File: src/shared/cbx_pkg.sv
package cbx_pkg;
  // ----------------------------------------------------------------
  // Operation codes presented by the instruction decoder
  // ----------------------------------------------------------------
  typedef enum logic [4:0] {
    CBX_OP_NOP = 5'h00,
    CBX_OP_IN = 5'h01,
    CBX_OP_OUT = 5'h02,
    CBX_OP_PUSH = 5'h03,
    CBX_OP_POP = 5'h04,
    CBX_OP_PMSTORE = 5'h05,
    CBX_OP_SHL = 5'h06,
    CBX_OP_SHR = 5'h07,
    CBX_OP_ROTL = 5'h08,
    CBX_OP_ROTR = 5'h09,
    CBX_OP_SRA = 5'h0a,
    CBX_OP_SWAP = 5'h0b,
    CBX_OP_FSET = 5'h0c,
    CBX_OP_FCLR = 5'h0d,
    CBX_OP_IOSET = 5'h0e,
    CBX_OP_IOCLR = 5'h0f,
    CBX_OP_TSTORE = 5'h10,
    CBX_OP_TLOAD = 5'h11,
    CBX_OP_BRK = 5'h12,
    CBX_OP_SLEEP = 5'h13,
    CBX_OP_WDOG = 5'h14
  } cbx_op_t;

  // ----------------------------------------------------------------
  // Sequencer states
  // ----------------------------------------------------------------
  typedef enum logic [2:0] {
    CBX_ST_IDLE = 3'b001,
    CBX_ST_POP = 3'b010,
    CBX_ST_PMW = 3'b100
  } cbx_state_t;

  // ----------------------------------------------------------------
  // Status flag positions and reset values
  // ----------------------------------------------------------------
  localparam int CBX_FLAG_C = 0;
  localparam int CBX_FLAG_Z = 1;
  localparam int CBX_FLAG_N = 2;
  localparam int CBX_FLAG_V = 3;
  localparam int CBX_FLAG_S = 4;
  localparam int CBX_FLAG_H = 5;
  localparam int CBX_FLAG_T = 6;
  localparam int CBX_FLAG_I = 7;
  localparam logic [7:0] CBX_FLAGS_RST = 8'h00;
  localparam logic [15:0] CBX_SP_RST = 16'h3fff;

  // ----------------------------------------------------------------
  // Timing counts at 100 MHz
  // ----------------------------------------------------------------
  localparam logic [1:0] CBX_POP_CYCLES = 2'h2;
  localparam logic [1:0] CBX_SRAM_EXTRA = 2'h1;
  localparam logic [15:0] CBX_PM_STEP = 16'h0002;
endpackage

File: src/hw/cbx_exec.sv
// Functional notes
// - Program store writes R1:R0 at extended Z, then Z low advances by 2.
// - I/O read and I/O write finish in one cycle, flags untouched.
// - Push takes one cycle, pop three, no flag changes.
// - Left shift fills zero, rotate fills carry; old bit 7 to C; ZCNVH.
// - Right shifts: old bit 0 to C; zero, carry or bit7 fill; ZCNV.
// - I/O bit set forces the chosen bit to one in one cycle.
// - I/O bit clear forces the chosen bit to zero in one cycle.
// - Bit store copies chosen register bit to T, only T changes.
// - Bit load copies T to chosen register bit, flags untouched.
// - Flag set and clear write only the named flag in one cycle.
// - Break, no-op, sleep, watchdog restart issue in one cycle.
// - Cycle counts hold for internal memory; external RAM may stretch them.
// - Pop from internal SRAM costs one extra cycle.
`timescale 1ns/1ps
`default_nettype none
module cbx_exec
  import cbx_pkg::*;
#(
  parameter int DW = 8,
  parameter int AW = 16
) (
  input wire logic clk,
  input wire logic rstn,
  input wire logic ce,
  input wire logic op_valid,
  output logic op_ready,
  input wire cbx_pkg::cbx_op_t op_code,
  input wire logic [DW-1:0] op_reg,
  input wire logic [2:0] op_bit,
  input wire logic [5:0] op_io_addr,
  input wire logic [DW-1:0] r0_val,
  input wire logic [DW-1:0] r1_val,
  input wire logic [15:0] z_val,
  input wire logic [7:0] z_pointer_extension,
  input wire logic [DW-1:0] io_rdata,
  input wire logic [DW-1:0] dmem_rdata,
  input wire logic dmem_external,
  input wire logic dmem_ready,
  input wire logic pm_done,
  output logic op_done,
  output logic [DW-1:0] rd_wdata,
  output logic rd_we,
  output logic [5:0] io_addr,
  output logic [DW-1:0] io_wdata,
  output logic io_we,
  output logic [AW-1:0] dmem_addr,
  output logic [DW-1:0] dmem_wdata,
  output logic dmem_we,
  output logic dmem_re,
  output logic [23:0] pm_addr,
  output logic [15:0] pm_wdata,
  output logic pm_we,
  output logic [15:0] z_wdata,
  output logic z_we,
  output logic [7:0] status_flags_register,
  output logic [AW-1:0] stack_ptr,
  output logic break_req,
  output logic sleep_req,
  output logic watchdog_restart
);
  import cbx_pkg::*;

  // ----------------------------------------------------------------
  // State
  // ----------------------------------------------------------------
  typedef struct packed {
    cbx_state_t st;
    logic [1:0] cnt;
    logic [7:0] flags;
    logic [AW-1:0] sp;
    logic done;
    logic [DW-1:0] rdw;
    logic rdwe;
    logic [5:0] ioa;
    logic [DW-1:0] iow;
    logic iowe;
    logic [AW-1:0] da;
    logic [DW-1:0] dw;
    logic dwe;
    logic dre;
    logic [23:0] pma;
    logic [15:0] pmw;
    logic pmwe;
    logic [15:0] zw;
    logic zwe;
    logic brk;
    logic slp;
    logic wdog;
  } cbx_regs_t;

  cbx_regs_t s_reg;
  cbx_regs_t s_next;
  logic take;

  function automatic logic [DW-1:0] bit_mask(input logic [2:0] b);
    bit_mask = DW'(1) << b;
  endfunction

  // Shared flag update for shifts; H only meaningful for left forms
  function automatic logic [7:0] shift_flags(input logic [7:0] f, input logic [DW-1:0] res,
                                             input logic c, input logic h, input logic upd_h);
    logic [7:0] o;
    o = f;
    o[CBX_FLAG_C] = c;
    o[CBX_FLAG_Z] = (res == '0);
    o[CBX_FLAG_N] = res[DW-1];
    o[CBX_FLAG_V] = res[DW-1] ^ c;
    if (upd_h) begin
      o[CBX_FLAG_H] = h;
    end
    shift_flags = o;
  endfunction

  assign take = ce && op_valid && (s_reg.st == CBX_ST_IDLE);
  assign op_ready = (s_reg.st == CBX_ST_IDLE);

  // ----------------------------------------------------------------
  // Next state
  // ----------------------------------------------------------------
  always_comb begin
    logic [DW-1:0] res;
    logic cin;
    res = '0;
    cin = s_reg.flags[CBX_FLAG_C];
    s_next = s_reg;
    s_next.done = 1'b0;
    s_next.rdwe = 1'b0;
    s_next.iowe = 1'b0;
    s_next.dwe = 1'b0;
    s_next.dre = 1'b0;
    s_next.pmwe = 1'b0;
    s_next.zwe = 1'b0;
    s_next.brk = 1'b0;
    s_next.slp = 1'b0;
    s_next.wdog = 1'b0;
    case (s_reg.st)
      CBX_ST_IDLE: begin
        if (take) begin
          s_next.done = 1'b1;
          case (op_code)
            CBX_OP_IN: begin
              s_next.rdw = io_rdata;
              s_next.rdwe = 1'b1;
              s_next.ioa = op_io_addr;
            end
            CBX_OP_OUT: begin
              s_next.ioa = op_io_addr;
              s_next.iow = op_reg;
              s_next.iowe = 1'b1;
            end
            CBX_OP_PUSH: begin
              s_next.da = s_reg.sp;
              s_next.dw = op_reg;
              s_next.dwe = 1'b1;
              s_next.sp = s_reg.sp - AW'(1);
            end
            CBX_OP_POP: begin
              s_next.done = 1'b0;
              s_next.sp = s_reg.sp + AW'(1);
              s_next.da = s_reg.sp + AW'(1);
              s_next.dre = 1'b1;
              s_next.st = CBX_ST_POP;
              // Internal SRAM adds a cycle; external waits on ready instead
              // Take edge and finishing edge both count, so the wait is two short
              if (dmem_external) begin
                s_next.cnt = CBX_POP_CYCLES - 2'h2;
              end else begin
                s_next.cnt = CBX_POP_CYCLES - 2'h2 + CBX_SRAM_EXTRA;
              end
            end
            CBX_OP_PMSTORE: begin
              s_next.done = 1'b0;
              s_next.pma = {z_pointer_extension, z_val};
              s_next.pmw = {r1_val, r0_val};
              s_next.pmwe = 1'b1;
              s_next.st = CBX_ST_PMW;
            end
            CBX_OP_SHL: begin
              res = {op_reg[DW-2:0], 1'b0};
              s_next.rdw = res;
              s_next.rdwe = 1'b1;
              s_next.flags = shift_flags(s_reg.flags, res, op_reg[DW-1], op_reg[3], 1'b1);
            end
            CBX_OP_ROTL: begin
              res = {op_reg[DW-2:0], cin};
              s_next.rdw = res;
              s_next.rdwe = 1'b1;
              s_next.flags = shift_flags(s_reg.flags, res, op_reg[DW-1], op_reg[3], 1'b1);
            end
            CBX_OP_SHR: begin
              res = {1'b0, op_reg[DW-1:1]};
              s_next.rdw = res;
              s_next.rdwe = 1'b1;
              s_next.flags = shift_flags(s_reg.flags, res, op_reg[0], 1'b0, 1'b0);
            end
            CBX_OP_ROTR: begin
              res = {cin, op_reg[DW-1:1]};
              s_next.rdw = res;
              s_next.rdwe = 1'b1;
              s_next.flags = shift_flags(s_reg.flags, res, op_reg[0], 1'b0, 1'b0);
            end
            CBX_OP_SRA: begin
              res = {op_reg[DW-1], op_reg[DW-1:1]};
              s_next.rdw = res;
              s_next.rdwe = 1'b1;
              s_next.flags = shift_flags(s_reg.flags, res, op_reg[0], 1'b0, 1'b0);
            end
            CBX_OP_SWAP: begin
              s_next.rdw = {op_reg[3:0], op_reg[7:4]};
              s_next.rdwe = 1'b1;
            end
            CBX_OP_FSET: begin
              s_next.flags = s_reg.flags | bit_mask(op_bit);
            end
            CBX_OP_FCLR: begin
              s_next.flags = s_reg.flags & ~bit_mask(op_bit);
            end
            CBX_OP_IOSET: begin
              // Read-modify-write relies on io_rdata matching op_io_addr this cycle
              s_next.ioa = op_io_addr;
              s_next.iow = io_rdata | bit_mask(op_bit);
              s_next.iowe = 1'b1;
            end
            CBX_OP_IOCLR: begin
              s_next.ioa = op_io_addr;
              s_next.iow = io_rdata & ~bit_mask(op_bit);
              s_next.iowe = 1'b1;
            end
            CBX_OP_TSTORE: begin
              s_next.flags[CBX_FLAG_T] = op_reg[op_bit];
            end
            CBX_OP_TLOAD: begin
              s_next.rdw = op_reg;
              s_next.rdw[op_bit] = s_reg.flags[CBX_FLAG_T];
              s_next.rdwe = 1'b1;
            end
            CBX_OP_BRK: begin
              s_next.brk = 1'b1;
            end
            CBX_OP_SLEEP: begin
              s_next.slp = 1'b1;
            end
            CBX_OP_WDOG: begin
              s_next.wdog = 1'b1;
            end
            default: begin
              s_next.done = 1'b1;
            end
          endcase
        end
      end
      CBX_ST_POP: begin
        if (s_reg.cnt != 2'h0) begin
          s_next.cnt = s_reg.cnt - 2'h1;
        end else if (!dmem_external || dmem_ready) begin
          s_next.rdw = dmem_rdata;
          s_next.rdwe = 1'b1;
          s_next.done = 1'b1;
          s_next.st = CBX_ST_IDLE;
        end
      end
      CBX_ST_PMW: begin
        if (pm_done) begin
          s_next.zw = z_val + CBX_PM_STEP;
          s_next.zwe = 1'b1;
          s_next.done = 1'b1;
          s_next.st = CBX_ST_IDLE;
        end
      end
      default: begin
        s_next.st = CBX_ST_IDLE;
      end
    endcase
  end

  always_ff @(posedge clk or negedge rstn) begin
    if (!rstn) begin
      s_reg <= '{st: CBX_ST_IDLE, flags: CBX_FLAGS_RST, sp: AW'(CBX_SP_RST), default: '0};
    end else if (ce) begin
      s_reg <= s_next;
    end
  end

  assign op_done = s_reg.done;
  assign rd_wdata = s_reg.rdw;
  assign rd_we = s_reg.rdwe;
  assign io_addr = s_reg.ioa;
  assign io_wdata = s_reg.iow;
  assign io_we = s_reg.iowe;
  assign dmem_addr = s_reg.da;
  assign dmem_wdata = s_reg.dw;
  assign dmem_we = s_reg.dwe;
  assign dmem_re = s_reg.dre;
  assign pm_addr = s_reg.pma;
  assign pm_wdata = s_reg.pmw;
  assign pm_we = s_reg.pmwe;
  assign z_wdata = s_reg.zw;
  assign z_we = s_reg.zwe;
  assign status_flags_register = s_reg.flags;
  assign stack_ptr = s_reg.sp;
  assign break_req = s_reg.brk;
  assign sleep_req = s_reg.slp;
  assign watchdog_restart = s_reg.wdog;
endmodule
`default_nettype wire

File: config.mk
export PLATFORM = sky130hd
export DESIGN_NAME = cbx_exec
export DESIGN_NICKNAME = d
export VERILOG_FILES = /design/src/shared/cbx_pkg.sv /design/src/hw/cbx_exec.sv
export SDC_FILE = /design/constraint.sdc
export NUM_CORES = 1
export LEC_CHECK = 0
export ABC_AREA = 1
export BUFFER_PORTS_ARGS = -buffer_cell sky130_fd_sc_hd__buf_4
export CAP_MARGIN = 10
export CELL_PAD_IN_SITES_DETAIL_PLACEMENT = 0
export CELL_PAD_IN_SITES_GLOBAL_PLACEMENT = 1
export CORE_MARGIN = 2
export CORE_UTILIZATION = 39
export DETAILED_ROUTE_END_ITERATION = 7
export GPL_TIMING_DRIVEN = 0
export PLACE_DENSITY = 0.85
export SYNTH_ARGS = -nofsm -noshare
export SYNTH_HDL_FRONTEND = slang
export SYNTH_SLANG_ARGS = --single-unit
export TNS_END_PERCENT = 100
File: constraint.sdc
create_clock -name clk -period 2.1 [get_ports clk]
set_input_delay 0 -clock clk [delete_from_list [all_inputs] [get_ports clk]]
set_output_delay 0 -clock clk [all_outputs]
set_load 0.005 [all_outputs]
==> flow_summary.json <==
{
  "status": "finished clean",
  "clockBufferDepth": 2,
  "crit_cells": 8,
  "dr.first_iter.drc_count": 516,
  "cpPeakStageDelay_ps": 560,
  "num_vias": 9005,
  "syn-mean-instance-area_sq_um": 7.359,
  "dp_hpwl_mm": 21.40,
  "reg2reg_from": "s_reg[138]",
  "switching_share_pct": 32.80,
  "design_area_sq_um": 12430,
  "insertion_delay_ps": 440,
  "overflow": 0,
  "track_usage_pct": 23.84,
  "rsz0062_at_grt": "true",
  "finish.utilization_pct": 54.89,
  "ios": 222,
  "worstSetupPathType": "reg -> reg",
  "row_count": 55,
  "p_sw_w": 0.003783,
  "critPathMaxFanout": 10,
  "fmax_ghz": 0.5111,
  "synth_fa_ha_area_share_pct": 0.8334,
  "async_flop_share_pct": 100.0,
  "crit_path_start_kind": "flip-flop",
  "ff2ff_setup_slack_ps": 140,
  "cts_max_level": 4,
  "finalClockSkew_ps": 19.38,
  "antenna_found_initial": 0,
  "p_int_w": 0.007750,
  "cp.arrival_ps": 2240,
  "yosysUniqueCellTypes": 44,
  "period_share_pct": 93.18,
  "synth-xor-area-share_pct": 1.264,
  "synth_largest_area_cell": "dfrtp_1",
  "synthesis.nets": 1315,
  "layout_setup_ws_ps": 143.3,
  "power.share.clock_pct": 27.8,
  "synth_top_family_by_area": "simple AND/OR/NAND/NOR gates",
  "max-vdd-ir-drop_v": 0.0004881,
  "seq_area_frac_synth_pct": 39.38,
  "pwr-share-comb_pct": 37.4,
  "setup_viol": 0,
  "die_y_microns": 156.0,
  "cp.required_ps": 2380,
  "clk_pin_slew_ps": 70,
  "tritoncts": "yes",
  "grt_max_degree": 85,
  "area_growth_pct": 37.96,
  "route.detailed.drc": 0,
  "clock-sinks": 141,
  "synth_area_sq_um": 9007,
  "placed_area_sq_um": 11010,
  "drive_gt1_share_pct": 29.54,
  "synth_edf_count": 0,
  "place.gp.congestion": 0.9310,
  "ys_warn_count": 0,
  "synth_compound_area_share_pct": 10.64,
  "synthSimpleGateAreaFrac_pct": 27.81,
  "worstSetupStartpoint": "s_reg[138]",
  "port-buffer-count": 215,
  "viasPerCell": 4.913,
  "crit_path_end": "dmem_addr[4]",
  "cts_buffers": 17,
  "synthTopCellsByArea": "dfrtp_1 (35%), nand2_1 (14%), buf_4 (11%)",
  "slew_headroom_pct": 58.35,
  "r2r_cells": 8,
  "static-leakage-power_nw": 6.616,
  "holdWs_ps": 65.20,
  "end_kind": "flip-flop",
  "wl_per_cell_microns": 15.77,
  "worstPathCellList": "nand2_1 -> nor2_4 -> nand3_4 -> inv_8 -> o21ai_4 -> inv_4 -> buf_2 -> a31oi_1",
  "fill_cells": 2162,
  "yosysTopAreaCellShare_pct": 35.00,
  "pwr-share-seq_pct": 34.8,
  "die_x_microns": 156.0,
  "dp_slack_ps": -123.2,
  "synth_flop_cell": "dfrtp_1",
  "fin_crit_ps": 1957,
  "wl_mm": 28.90,
  "worst_path_max_delay_cell": "dfstp_2",
  "tns_ps": 0,
  "synth_mux_area_share_pct": 3.500,
  "grt_pass1_wl_mm": 45.71,
  "largest_register_ffs": 24,
  "hold_class": "in -> reg",
  "synthCells": 1224,
  "critPathTopFamily": "flip-flops",
  "nets": 1625,
  "dieArea_sq_um": 24330,
  "synth_seq_cells": 141,
  "power.density_nw_per_um2": 928.1,
  "ant_nets": 0,
  "grt_pass1_vias": 8918,
  "maxSlewViolCount": 0,
  "initial_core_util_pct": 39.78,
  "final-hold-violation-count": 0,
  "tightest_slew_ps": 622.5,
  "max-cap-violations": 0,
  "crit-reg2reg-capture": "dmem_addr[4]",
  "cts-root-buf": "clkbuf_16",
  "path_buf_inv": 3,
  "core_area_sq_um": 22640,
  "dr.pass1.iters": 5
}
cells by family after synthesis:
group,count (synthesis)
buf+inv,262
xor+xnor,13
fa+ha+maj,6
mux,28
simple gates,601
flops,141
compound gates,173
worst reg2reg max path: stages, from the launching register on:
cell,delay [ps]
dfstp_2,560
nand2_1,90
nor2_4,200
nand3_4,150
inv_8,140
o21ai_4,140
inv_4,150
buf_2,250
a31oi_1,130
metal layers:
metal,global-route usage [%],vias to the layer above,wire length (microns)
met3,3.889,49,1582
met2,41.64,303,14190
met4,8.912,0,728
met5,0,-,0
met1,29.63,4203,12400
li1,-,4450,-
worst min path at each step:
stage / from / endpoint / cells past startpoint
finish: pm_done / op_done / 5
global route: op_code[4] / io_wdata[5] / 4
CTS: op_code[1] / status_flags_register[4] / 4
detailed placement: rstn / pm_addr[21] / 1
global placement: z_pointer_extension[2] / pm_addr[18] / 2
floorplan: rstn / async pin / 0
cell usage after synthesis, types with 12 or more instances:
master and instances:
a21oi_1 59, buf_2 13, buf_4 129, clkbuf_1 19, dfrtp_1 126, dfstp_2 15, inv_1 87, mux2_1 24
nand2_1 335, nand3_1 63, nand4_1 17, nor2_1 147, nor3_1 17, o21ai_0 66, xor2_1 12
cell type report:
| type | instances | area (sq um) | share of cell area, % |
|---|---|---|---|
| Clock buffer | 17 | 425.4 | 3.423 |
| Clock inverter | 15 | 191.4 | 1.540 |
| Antenna cell | 1 | 2.502 | 0.02014 |
| Timing Repair Buffer | 294 | 2416 | 19.44 |
| Inverter | 98 | 377.9 | 3.041 |
| Tap cell | 285 | 356.6 | 2.870 |
| Buffer | 161 | 1120 | 9.011 |
| Multi-Input combinational cell | 821 | 3990 | 32.11 |
| Sequential cell | 141 | 3547 | 28.54 |
what timing repair did:
item,in CTS,in global routing
pin swaps,1,3
endpoints found under the hold margin,142,0
resized for setup,5,9
setup endpoints to repair,66,67
buffers inserted,0,4
hold buffers,74,0
power by group through the flow:
stage / logic [W] / clock network (W) / registers (W)
after floorplan: 0.00250 / 0 / 0.00385
after global placement: 0.00414 / 0 / 0.00398
after detailed placement: 0.00423 / 0 / 0.00400
after CTS: 0.00436 / 0.00329 / 0.00396
after global routing: 0.00481 / 0.00339 / 0.00411
final: 0.00432 / 0.00320 / 0.00401
stage by stage:
stage	std cells	total power, W
after floorplan	1224	0.006352
final	1833	0.01153
after global routing	1832	0.01231
after CTS	1831	0.01161
after detailed placement	1725	0.008230
after global placement	1724	0.008122
placed cells by master, fill, tap and decap left out, types with 6 or more instances in the layout:
cell type / count
buf_2: 11
inv_1: 87
a21oi_1: 59
o21ai_0: 66
o21ai_1: 10
inv_8: 7
nand4_1: 17
clkbuf_1: 15
a31oi_1: 10
dlygate4sd3_1: 74
buf_4: 349
mux2_1: 24
dfrtp_1: 126
nor2_2: 10
clkbuf_16: 17
nand3_1: 63
ha_1: 6
xor2_1: 12
nand2_1: 334
o211ai_1: 10
dfstp_2: 15
nor2_1: 145
nor3_1: 15
inv_2: 9
(Power assumes the default switching activity.)
